$ cat src/shared/pprx_pkg.sv
package pprx_pkg;
  localparam int unsigned PPRX_CLK_MHZ = 100;
  // Times in ns as printed, counts derived (least rounds up, longest down)
  localparam int unsigned PPRX_STROBE_MIN_NS = 500;
  localparam int unsigned PPRX_ACK_NS = 5000;
  localparam int unsigned PPRX_INIT_MIN_NS = 50000;
  localparam int unsigned PPRX_CPS_MAX = 1000;
  localparam int unsigned PPRX_STROBE_CYC = (PPRX_STROBE_MIN_NS * PPRX_CLK_MHZ + 999) / 1000;
  localparam int unsigned PPRX_ACK_CYC = (PPRX_ACK_NS * PPRX_CLK_MHZ) / 1000;
  localparam int unsigned PPRX_INIT_CYC = (PPRX_INIT_MIN_NS * PPRX_CLK_MHZ + 999) / 1000;
  localparam int unsigned PPRX_BYTE_GAP_CYC = (PPRX_CLK_MHZ * 1000000) / PPRX_CPS_MAX;
  localparam int unsigned PPRX_DATA_W = 8;
  localparam int unsigned PPRX_CNT_W = 24;
  localparam logic [7:0] PPRX_LF_CODE = 8'h0a;
  localparam logic [7:0] PPRX_CR_CODE = 8'h0d;
  localparam logic [23:0] PPRX_CNT_ZERO = 24'h000000;
  localparam logic [23:0] PPRX_CNT_ONE = 24'h000001;
endpackage

$ cat src/shared/pprx_if.sv
`timescale 1ns/1ns
interface pprx_if;
  logic strobe_n;
  logic [7:0] data;
  logic init_n;
  logic auto_feed_n;
  logic select_request_n;
  logic byte_received_pulse_n;
  logic busy;
  logic paper_out;
  logic selected_status;
  logic error_n;
  modport printer (
    input strobe_n, data, init_n, auto_feed_n, select_request_n,
    output byte_received_pulse_n, busy, paper_out, selected_status, error_n
  );
  modport host (
    output strobe_n, data, init_n, auto_feed_n, select_request_n,
    input byte_received_pulse_n, busy, paper_out, selected_status, error_n
  );
endinterface

$ cat src/core/pprx_printer.sv
`timescale 1ns/1ns
// How it works
// - Strobe idles high; byte latched while low
// - Host drives eight data bits, high is one
// - Low acknowledge pulse after each byte
// - Busy high during entry, print, offline, error; here print raises busy only once the two-entry buffer is full
// - Paper-out output high when paper runs out
// - Selected-status output shows selected state
// - Auto-feed low adds line feed after line
// - Switch forces auto-feed low internally
// - Long init low resets controller, empties buffer
// - Error output low on paper end, offline, error
// - Accept data only with select request low or select forced
// - Host sends only after acknowledge or busy low
// - Host keeps under maximum byte rate
module pprx_printer #(
  parameter int unsigned ACK_CYC = pprx_pkg::PPRX_ACK_CYC,
  parameter int unsigned INIT_CYC = pprx_pkg::PPRX_INIT_CYC
) (
  input wire logic sys_clk,
  input wire logic resetn,
  pprx_if.printer link,
  input wire logic auto_feed_forced,
  input wire logic select_forced,
  input wire logic paper_empty,
  input wire logic online,
  input wire logic fault,
  output logic [7:0] print_data,
  output logic print_valid,
  output logic print_line_feed,
  input wire logic print_ready
);
  import pprx_pkg::*;

  // Counts must fit the 24-bit counters
  if (ACK_CYC < 1 || INIT_CYC < 1 || ACK_CYC >= (1 << PPRX_CNT_W)
      || INIT_CYC >= (1 << PPRX_CNT_W)) begin : g_bad_count
    $error("pprx_printer: bad count parameter");
  end

  typedef enum logic [1:0] {
    PPRX_IDLE = 2'b00,
    PPRX_ENTRY = 2'b01,
    PPRX_STORE = 2'b10,
    PPRX_ACK = 2'b11
  } pprx_state_t;

  pprx_state_t state;
  pprx_state_t next_state;
  logic [23:0] ack_cnt;
  logic [23:0] init_cnt;
  logic [7:0] latch;
  logic feed_pending;
  logic busy;
  logic ack_n;
  logic paper_out;
  logic selected;
  logic error_n;
  // Two-entry buffer toward the print engine
  logic [7:0] buf_data [2];
  logic buf_lf [2];
  logic [1:0] buf_cnt;
  logic buf_wp;
  logic buf_rp;
  logic [7:0] out_data;
  logic out_valid;
  logic out_lf;

  wire select_eff_n = link.select_request_n & ~select_forced;
  wire auto_eff_n = link.auto_feed_n & ~auto_feed_forced;
  wire is_online = online & ~select_eff_n;
  wire has_error = fault | paper_empty;
  wire buf_full = (buf_cnt == 2'd2);
  wire buf_empty = (buf_cnt == 2'd0);
  wire can_accept = is_online & ~has_error & ~buf_full;
  // Init must stay low for INIT_CYC cycles before it takes effect
  wire init_fire = (init_cnt == INIT_CYC[23:0] - PPRX_CNT_ONE) & ~link.init_n;
  wire out_take = ~out_valid | print_ready;
  wire buf_pop = ~buf_empty & out_take;
  wire buf_push = (state == PPRX_STORE) & ~buf_full;
  wire push_lf = ~auto_eff_n & (latch == PPRX_CR_CODE);
  wire ack_done = (ack_cnt == ACK_CYC[23:0] - PPRX_CNT_ONE);

  always_comb begin
    next_state = state;
    case (state)
      // Strobe low starts entry only when able to accept
      PPRX_IDLE: begin
        if (~link.strobe_n & can_accept) begin
          next_state = PPRX_ENTRY;
        end
      end
      // Keep latching until the strobe rises
      PPRX_ENTRY: begin
        if (link.strobe_n) begin
          next_state = PPRX_STORE;
        end
      end
      PPRX_STORE: begin
        if (~buf_full) begin
          next_state = PPRX_ACK;
        end
      end
      PPRX_ACK: begin
        if (ack_done) begin
          next_state = PPRX_IDLE;
        end
      end
      default: next_state = PPRX_IDLE;
    endcase
  end

  always_ff @(posedge sys_clk or negedge resetn) begin
    if (!resetn) begin
      init_cnt <= PPRX_CNT_ZERO;
    end else if (link.init_n) begin
      init_cnt <= PPRX_CNT_ZERO;
    end else if (!init_fire) begin
      init_cnt <= init_cnt + PPRX_CNT_ONE;
    end
  end

  always_ff @(posedge sys_clk or negedge resetn) begin
    if (!resetn) begin
      state <= PPRX_IDLE;
    end else if (init_fire) begin
      state <= PPRX_IDLE;
    end else begin
      state <= next_state;
    end
  end

  always_ff @(posedge sys_clk or negedge resetn) begin
    if (!resetn) begin
      latch <= 8'h00;
    end else if ((state == PPRX_ENTRY || next_state == PPRX_ENTRY) && ~link.strobe_n) begin
      latch <= link.data;
    end
  end

  always_ff @(posedge sys_clk or negedge resetn) begin
    if (!resetn) begin
      ack_cnt <= PPRX_CNT_ZERO;
    end else if (state != PPRX_ACK || ack_done) begin
      ack_cnt <= PPRX_CNT_ZERO;
    end else begin
      ack_cnt <= ack_cnt + PPRX_CNT_ONE;
    end
  end

  // Busy released with the acknowledge end
  always_ff @(posedge sys_clk or negedge resetn) begin
    if (!resetn) begin
      ack_n <= 1'b1;
      busy <= 1'b1;
    end else begin
      ack_n <= ~(next_state == PPRX_ACK) | init_fire;
      // Busy whenever unable to take data
      busy <= (next_state != PPRX_IDLE) | ~can_accept | init_fire;
    end
  end

  // Error low on paper end, offline, error
  always_ff @(posedge sys_clk or negedge resetn) begin
    if (!resetn) begin
      paper_out <= 1'b0;
      selected <= 1'b0;
      error_n <= 1'b1;
    end else begin
      paper_out <= paper_empty;
      selected <= is_online;
      error_n <= ~(paper_empty | ~is_online | fault);
    end
  end

  // Line feed marked after carriage return
  always_ff @(posedge sys_clk or negedge resetn) begin
    if (!resetn) begin
      buf_cnt <= 2'd0;
      buf_wp <= 1'b0;
      buf_rp <= 1'b0;
      buf_data[0] <= 8'h00;
      buf_data[1] <= 8'h00;
      buf_lf[0] <= 1'b0;
      buf_lf[1] <= 1'b0;
    end else if (init_fire) begin
      buf_cnt <= 2'd0;
      buf_wp <= 1'b0;
      buf_rp <= 1'b0;
    end else begin
      if (buf_push) begin
        buf_data[buf_wp] <= latch;
        buf_lf[buf_wp] <= push_lf;
        buf_wp <= ~buf_wp;
      end
      if (buf_pop) begin
        buf_rp <= ~buf_rp;
      end
      buf_cnt <= buf_cnt + {1'b0, buf_push} - {1'b0, buf_pop};
    end
  end

  always_ff @(posedge sys_clk or negedge resetn) begin
    if (!resetn) begin
      out_valid <= 1'b0;
      out_data <= 8'h00;
      out_lf <= 1'b0;
    end else if (init_fire) begin
      out_valid <= 1'b0;
    end else if (out_take) begin
      out_valid <= buf_pop;
      out_data <= buf_data[buf_rp];
      out_lf <= buf_lf[buf_rp];
    end
  end

  assign link.byte_received_pulse_n = ack_n;
  assign link.busy = busy;
  assign link.paper_out = paper_out;
  assign link.selected_status = selected;
  assign link.error_n = error_n;
  assign print_data = out_data;
  assign print_valid = out_valid;
  assign print_line_feed = out_lf;
endmodule

$ cat src/flat_wrapper.sv
// flat-port wrapper written by rule: the top's interface ports become plain ports
module pprx_printer_flat import pprx_pkg::*;
#(
  parameter int unsigned ACK_CYC = pprx_pkg::PPRX_ACK_CYC,
  parameter int unsigned INIT_CYC = pprx_pkg::PPRX_INIT_CYC
)
  (sys_clk, resetn, auto_feed_forced, select_forced, paper_empty, online, fault, print_data, print_valid, print_line_feed, print_ready, link_strobe_n, link_data, link_init_n, link_auto_feed_n, link_select_request_n, link_byte_received_pulse_n, link_busy, link_paper_out, link_selected_status, link_error_n);
  pprx_if link_i ();
  input wire logic sys_clk;
  input wire logic resetn;
  input wire logic auto_feed_forced;
  input wire logic select_forced;
  input wire logic paper_empty;
  input wire logic online;
  input wire logic fault;
  output logic [7:0] print_data;
  output logic print_valid;
  output logic print_line_feed;
  input wire logic print_ready;
  input wire logic [$bits(link_i.strobe_n)-1:0] link_strobe_n;
  input wire logic [$bits(link_i.data)-1:0] link_data;
  input wire logic [$bits(link_i.init_n)-1:0] link_init_n;
  input wire logic [$bits(link_i.auto_feed_n)-1:0] link_auto_feed_n;
  input wire logic [$bits(link_i.select_request_n)-1:0] link_select_request_n;
  output wire logic [$bits(link_i.byte_received_pulse_n)-1:0] link_byte_received_pulse_n;
  output wire logic [$bits(link_i.busy)-1:0] link_busy;
  output wire logic [$bits(link_i.paper_out)-1:0] link_paper_out;
  output wire logic [$bits(link_i.selected_status)-1:0] link_selected_status;
  output wire logic [$bits(link_i.error_n)-1:0] link_error_n;
  assign link_i.strobe_n = link_strobe_n;
  assign link_i.data = link_data;
  assign link_i.init_n = link_init_n;
  assign link_i.auto_feed_n = link_auto_feed_n;
  assign link_i.select_request_n = link_select_request_n;
  assign link_byte_received_pulse_n = link_i.byte_received_pulse_n;
  assign link_busy = link_i.busy;
  assign link_paper_out = link_i.paper_out;
  assign link_selected_status = link_i.selected_status;
  assign link_error_n = link_i.error_n;
  pprx_printer #(.ACK_CYC(ACK_CYC), .INIT_CYC(INIT_CYC)) u_core (.sys_clk(sys_clk), .resetn(resetn), .link(link_i), .auto_feed_forced(auto_feed_forced), .select_forced(select_forced), .paper_empty(paper_empty), .online(online), .fault(fault), .print_data(print_data), .print_valid(print_valid), .print_line_feed(print_line_feed), .print_ready(print_ready));
endmodule
$ cat config.mk
export PLATFORM = sky130hd
export DESIGN_NAME = pprx_printer_flat
export DESIGN_NICKNAME = d
export VERILOG_FILES = /design/src/shared/pprx_pkg.sv /design/src/shared/pprx_if.sv /design/src/core/pprx_printer.sv /design/src/flat_wrapper.sv
export SDC_FILE = /design/constraint.sdc
export NUM_CORES = 1
export LEC_CHECK = 0
export ABC_CLOCK_PERIOD_IN_PS = 1900
export BUFFER_PORTS_ARGS = -buffer_cell sky130_fd_sc_hd__clkbuf_2
export CAP_MARGIN = 10
export CORE_MARGIN = 8
export CORE_UTILIZATION = 54
export CTS_BUF_LIST = sky130_fd_sc_hd__clkbuf_4 sky130_fd_sc_hd__clkbuf_8 sky130_fd_sc_hd__clkbuf_16
export CTS_CLUSTER_DIAMETER = 80
export DETAILED_ROUTE_END_ITERATION = 16
export MAX_ROUTING_LAYER = met4
export PLACE_DENSITY = 0.76
export SLEW_MARGIN = 30
export SYNTH_ARGS = -nofsm -noshare
export SYNTH_HDL_FRONTEND = slang
export SYNTH_SLANG_ARGS = --single-unit
$ cat constraint.sdc
create_clock -name sys_clk -period 1.9 [get_ports sys_clk]
set_input_delay 0.285 -clock sys_clk [delete_from_list [all_inputs] [get_ports sys_clk]]
set_output_delay 0.285 -clock sys_clk [all_outputs]
set_load 0.005 [all_outputs]
---- Word-level counts from Yosys, hierarchy flattened ----
Index checks and enable logic that the tools add are counted.
operators by class
  add/sub/neg operators ................... 4
  order comparisons ....................... 3
  equal/unequal tests ..................... 11
  multiplexer cells ....................... 28
  bitwise gates (word level) .............. 36
  reductions and logical operators ........ 12
operator list
  cell                                                               number
  24-bit 2-to-1 mux                                                  3
  24-bit by 1-bit adder with 24-bit output, second input constant    2
  8-bit 2-to-1 mux                                                   4
  24-bit by 13-bit == test with 1-bit output, second input constant  1
  24-bit by 9-bit == test with 1-bit output, second input constant   1
  1-bit inverter                                                     17
  16-bit bitwise mux                                                 1
  2-bit 2-to-1 mux                                                   6
  1-bit bitwise AND                                                  10
  1-bit 2-to-1 mux                                                   10
  8-bit demux with 1-bit select                                      1
  2-bit == test, second input constant                               4
  8-bit by 4-bit == test with 1-bit output, second input constant    1
  2-bit one-hot mux with 4 select lines                              1
  2-bit nonzero test                                                 4
  1-bit bitwise OR                                                   7
  2-bit by 1-bit == test with 1-bit output, second input constant    2
  2-bit >= comparator, second input constant                         2
  2-bit logical NOT                                                  2
  2-bit != test, second input constant                               2
  1-bit inverter with 2-bit output                                   2
  2-bit AND reduction                                                2
  2-bit by 1-bit adder with 2-bit output                             1
  2-bit bitwise mux                                                  1
  5 further kinds                                                    7
word-level totals
  bits in registers ....................... 95
  bits of input ports ..................... 20
  output and inout bits ................... 15
  word-level logic and storage cells ...... 113

---- Logic depth before layout (Yosys ltp) ----
  word-level depth ........................ 12
  gate-level depth with buffers ........... 9
  depth with buffers taken out ............ 9

---- Worst setup path after synthesis ----
No wires, ideal clock.
  kind .................................... register -> register
  from .................................... register u_core.init_cnt[0]
  to ...................................... register u_core.buf_data[0] in the netlist's numbering
  library setup time ...................... 0.125 ns
  arrival ................................. 1.807 ns
  required time ........................... 1.775 ns
  setup slack ............................. -0.033 ns
  stages on the path, launching flop included .. 10
  clock period less this slack ............ 1.933 ns
  path through ............................ dfrtp_1 -> ha_1 -> and2_1 -> clkbuf_1 -> nand3_1 -> nor3_2 -> buf_6 -> and3b_1 -> buf_6 -> mux2_4
on the way
  cells in the longest elaborated chain, start to end .. 4
RTL lines
  what                                        line                 RTL
  start, declared                             pprx_printer.sv:51   logic [23:0] init_cnt;
  start signal, assigned                      pprx_printer.sv:119  init_cnt <= init_cnt + PPRX_CNT_ONE;
  24-bit by 13-bit == test with 1-bit output  pprx_printer.sv:77   wire init_fire = (init_cnt == INIT_CYC[23:0] - PPRX_CNT_ONE) & ~link.init_n;
  1-bit bitwise AND                           pprx_printer.sv:77
  1-bit inverter (no line)                    -
  2-bit AND reduction (no line)               -
  end signal, assigned by index               pprx_printer.sv:192  buf_data[buf_wp] <= latch;
  end, declared                               pprx_printer.sv:60   logic [7:0] buf_data [2];
No other way between the ends.
A chain may end at the register's enable or synchronous reset.

---- Final worst setup path ----
  from .................................... register u_core.init_cnt[1]
  to ...................................... register u_core.buf_data[8] in the netlist's numbering
Same word-level chain as after synthesis.

==> flow_summary.json <==
{
  "status": "complete, no violations",
  "p_seq_frac": 0.484,
  "clk_pin_slew_ns": 0.10,
  "die_h_um": 107,
  "clock-sinks": 95,
  "wirelength_mm": 9.37,
  "grt_pass1_vias": 3238,
  "initial_core_util": 0.550,
  "wire_per_inst_um": 15.8,
  "grt_remaining_overflow": 0,
  "drv_cap": 0,
  "dp_hpwl_mm": 6.60,
  "grt_max_degree": 36,
  "p_int_mw": 4.05,
  "finalHoldViolations": 0,
  "async_flop_share": 1.00,
  "hold_class": "in2reg",
  "total_power_mw": 5.94,
  "area_growth_pct": 19.8,
  "coreArea_sq_um": 8090,
  "yosysWarnings": 0,
  "ant_nets": 0,
  "vias": 3253,
  "yosysUniqueCellTypes": 43,
  "synthTopCellsByArea": "dfrtp_1 52%, nor2_1 5.2%, xnor2_1 4.7%",
  "timing.fmax_ghz": 0.534,
  "clkLatencyLatePin_ns": 0.37,
  "vias_per_cell": 5.49,
  "fillers": 653,
  "boundaryPins": 35,
  "p_per_area_nw_per_um2": 1110,
  "grt_pass1_wl_mm": 15.4,
  "vdd_drop_max_mv": 0.696,
  "syn_area_sq_um": 4450,
  "die_area_sq_um": 11400,
  "hold_path_end": "u_core.link.error_n",
  "cts_htree_levels": 3,
  "regArea_sq_um": 2380,
  "holdPathStages": 2,
  "p_switching_mw": 1.89,
  "cts_root_buffer": "clkbuf_8",
  "slew_headroom": 0.662,
  "ff2ff_path_depth": 7,
  "crit_path_end_kind": "register",
  "synthFlopType": "dfrtp_1",
  "tightestPinTransition_ns": 0.502,
  "p_leak_nw": 2.44,
  "synth.top_cells.by_count": "92 x dfrtp_1, 62 x nor2_1, 24 x nand2_1, 24 x xnor2_1",
  "antenna_found_initial": 0,
  "synth_top_area_frac": 0.517,
  "period_minus_slack_ns": 1.87,
  "floorplan.rows": 33,
  "seq_area_frac_synth": 0.535,
  "crit_fanout": 9,
  "yosysMostFrequentCell": "dfrtp_1",
  "combPwrFrac": 0.279,
  "cts_inserted_buffers": 9,
  "multi_input_area_sq_um": 2060,
  "clk_path_buf_depth": 2,
  "yosysTopAreaCell": "dfrtp_1",
  "synth-seq-cells": 95,
  "final_nets": 507,
  "reg2reg_slack_ns": 0.03,
  "drt_first_pass_iters": 4,
  "switching_share": 0.318,
  "hold_path.startpoint": "fault",
  "place_area_sq_um": 5010,
  "avgSynthCellArea_sq_um": 10.8,
  "setup_viol_count_final": 0,
  "die_x_um": 107,
  "worstPathRequired_ns": 2.16,
  "grt_util_all_layers": 0.172,
  "portBuffers": 34,
  "start_kind": "register",
  "drtIter0Drc": 153,
  "drc": 0,
  "fin_skew_ns": 0.0103,
  "syn-instance-count": 412,
  "gp_congestion": 0.860,
  "cts_tree": "done",
  "postLayoutCellArea_sq_um": 5340,
  "synth_nets": 436,
  "crit_type": "reg2reg",
  "worst_ep_arrival_time_ns": 2.13,
  "slew_violations": 0,
  "r2r_start": "u_core.init_cnt[1]",
  "clkPwrFrac": 0.237,
  "synth_enable_flop_cells": 0,
  "drive_gt1_frac": 0.287,
  "r2r-end": "u_core.buf_data[8]",
  "rsz0062_at_grt": "true",
  "n_antenna_cell": 0,
  "finalCritPeriodShare": 0.986
}
[sequential cells by signal, summed over array words and instances (netlist names), 2 cells and up]
register / count
u_core.state: 2
u_core.buf_cnt: 2
u_core.init_cnt: 24
u_core.buf_lf: 2
u_core.ack_cnt: 24
u_core.latch: 8
u_core.buf_data: 16
u_core.print_data: 8
[power groups by stage]
| stage | Sequential [mW] | Combinational [mW] | Clock [mW] |
|---|---|---|---|
| floorplan | 2.78 | 1.18 | 0 |
| global placement | 2.88 | 1.54 | 0 |
| detailed placement | 2.91 | 1.63 | 0 |
| CTS | 2.87 | 1.65 | 1.44 |
| global route | 2.94 | 1.83 | 1.50 |
| finish | 2.88 | 1.66 | 1.41 |
[cell usage in the layout, fill, tap and decap left out, types with 16 or more instances in the layout]
cell type / count
clkbuf_2: 33
dfrtp_1: 92
buf_4: 35
o21ai_0: 18
xor2_1: 19
nand3_1: 16
nor2_1: 62
xnor2_1: 24
mux2_2: 16
nand2_1: 24
[what timing repair did]
item,in CTS,in global routing
endpoints found under the setup margin,16,41
gates cloned,0,0
resized for setup,4,17
hold endpoints to repair,31,0
hold buffers,1,0
setup buffers,0,1
pin swaps,1,5
[final cells by class]
class,instances,share of cell area
Tap cell,105,0.0246
Sequential cell,95,0.446
Clock buffer,9,0.0232
Clock inverter,7,0.0169
Timing Repair Buffer,73,0.0954
Inverter,12,0.00844
Multi-Input combinational cell,292,0.385
[cell families (layout without fill, tap and decap cells)]
family | after synthesis | after routing | synth area share
buffers and inverters | 25 | 101 | 0.0258
AND/OR/NAND/NOR | 180 | 180 | 0.212
multiplexers | 36 | 36 | 0.0958
flip-flops | 95 | 95 | 0.535
adder cells (fa/ha/maj) | 4 | 4 | 0.0112
XOR/XNOR | 43 | 43 | 0.0846
AO/OA/AOI/OAI | 29 | 29 | 0.0365
[critical path, cell delays in order, from the launching register on]
cell and delay (ns):
dfrtp_1 0.42, ha_1 0.21, and2_4 0.15, nand3_2 0.10, nor3_4 0.06, or3b_4 0.38
buf_12 0.15, mux2_4 0.29
[worst max path at each step]
stage                     slack (ns)  cells after the start           startpoint                  to
after detailed placement       -0.12                      5  u_core.init_cnt[20]  u_core.buf_data[1]
after global placement         -0.05                      5   u_core.init_cnt[4]  u_core.buf_data[4]
after global routing           -0.05                      6  u_core.init_cnt[20]  u_core.buf_data[9]
after CTS                      0.004                      6   u_core.init_cnt[6]  u_core.buf_data[8]
final                           0.03                      7   u_core.init_cnt[1]  u_core.buf_data[8]
after floorplan                 0.01                      9   u_core.init_cnt[0]  u_core.buf_data[0]
[metrics by stage]
step	worst slack, ns	hold WS (ns)	utilization	cells	setup TNS, ns
2_1_floorplan	0.0140	-0.0106	-	412	0
3_5_place_dp	-0.122	0.280	0.619	575	-1.05
5_1_grt	-0.0504	0.0433	0.660	593	-0.626
3_3_place_gp	-0.0521	0.273	0.619	575	-0.461
6_report	0.0272	0.0472	0.660	593	0
4_1_cts	0.00385	0.0337	0.648	592	0
[layer usage]
metal	wire length (um)	vias to the layer above	track usage
met5	0	-	-
met4	140	0	0.0663
met3	275	12	0.0264
met2	4530	70	0.270
met1	4420	1607	0.221
li1	-	1564	-
No activity file was read; power rests on OpenSTA's default activity.
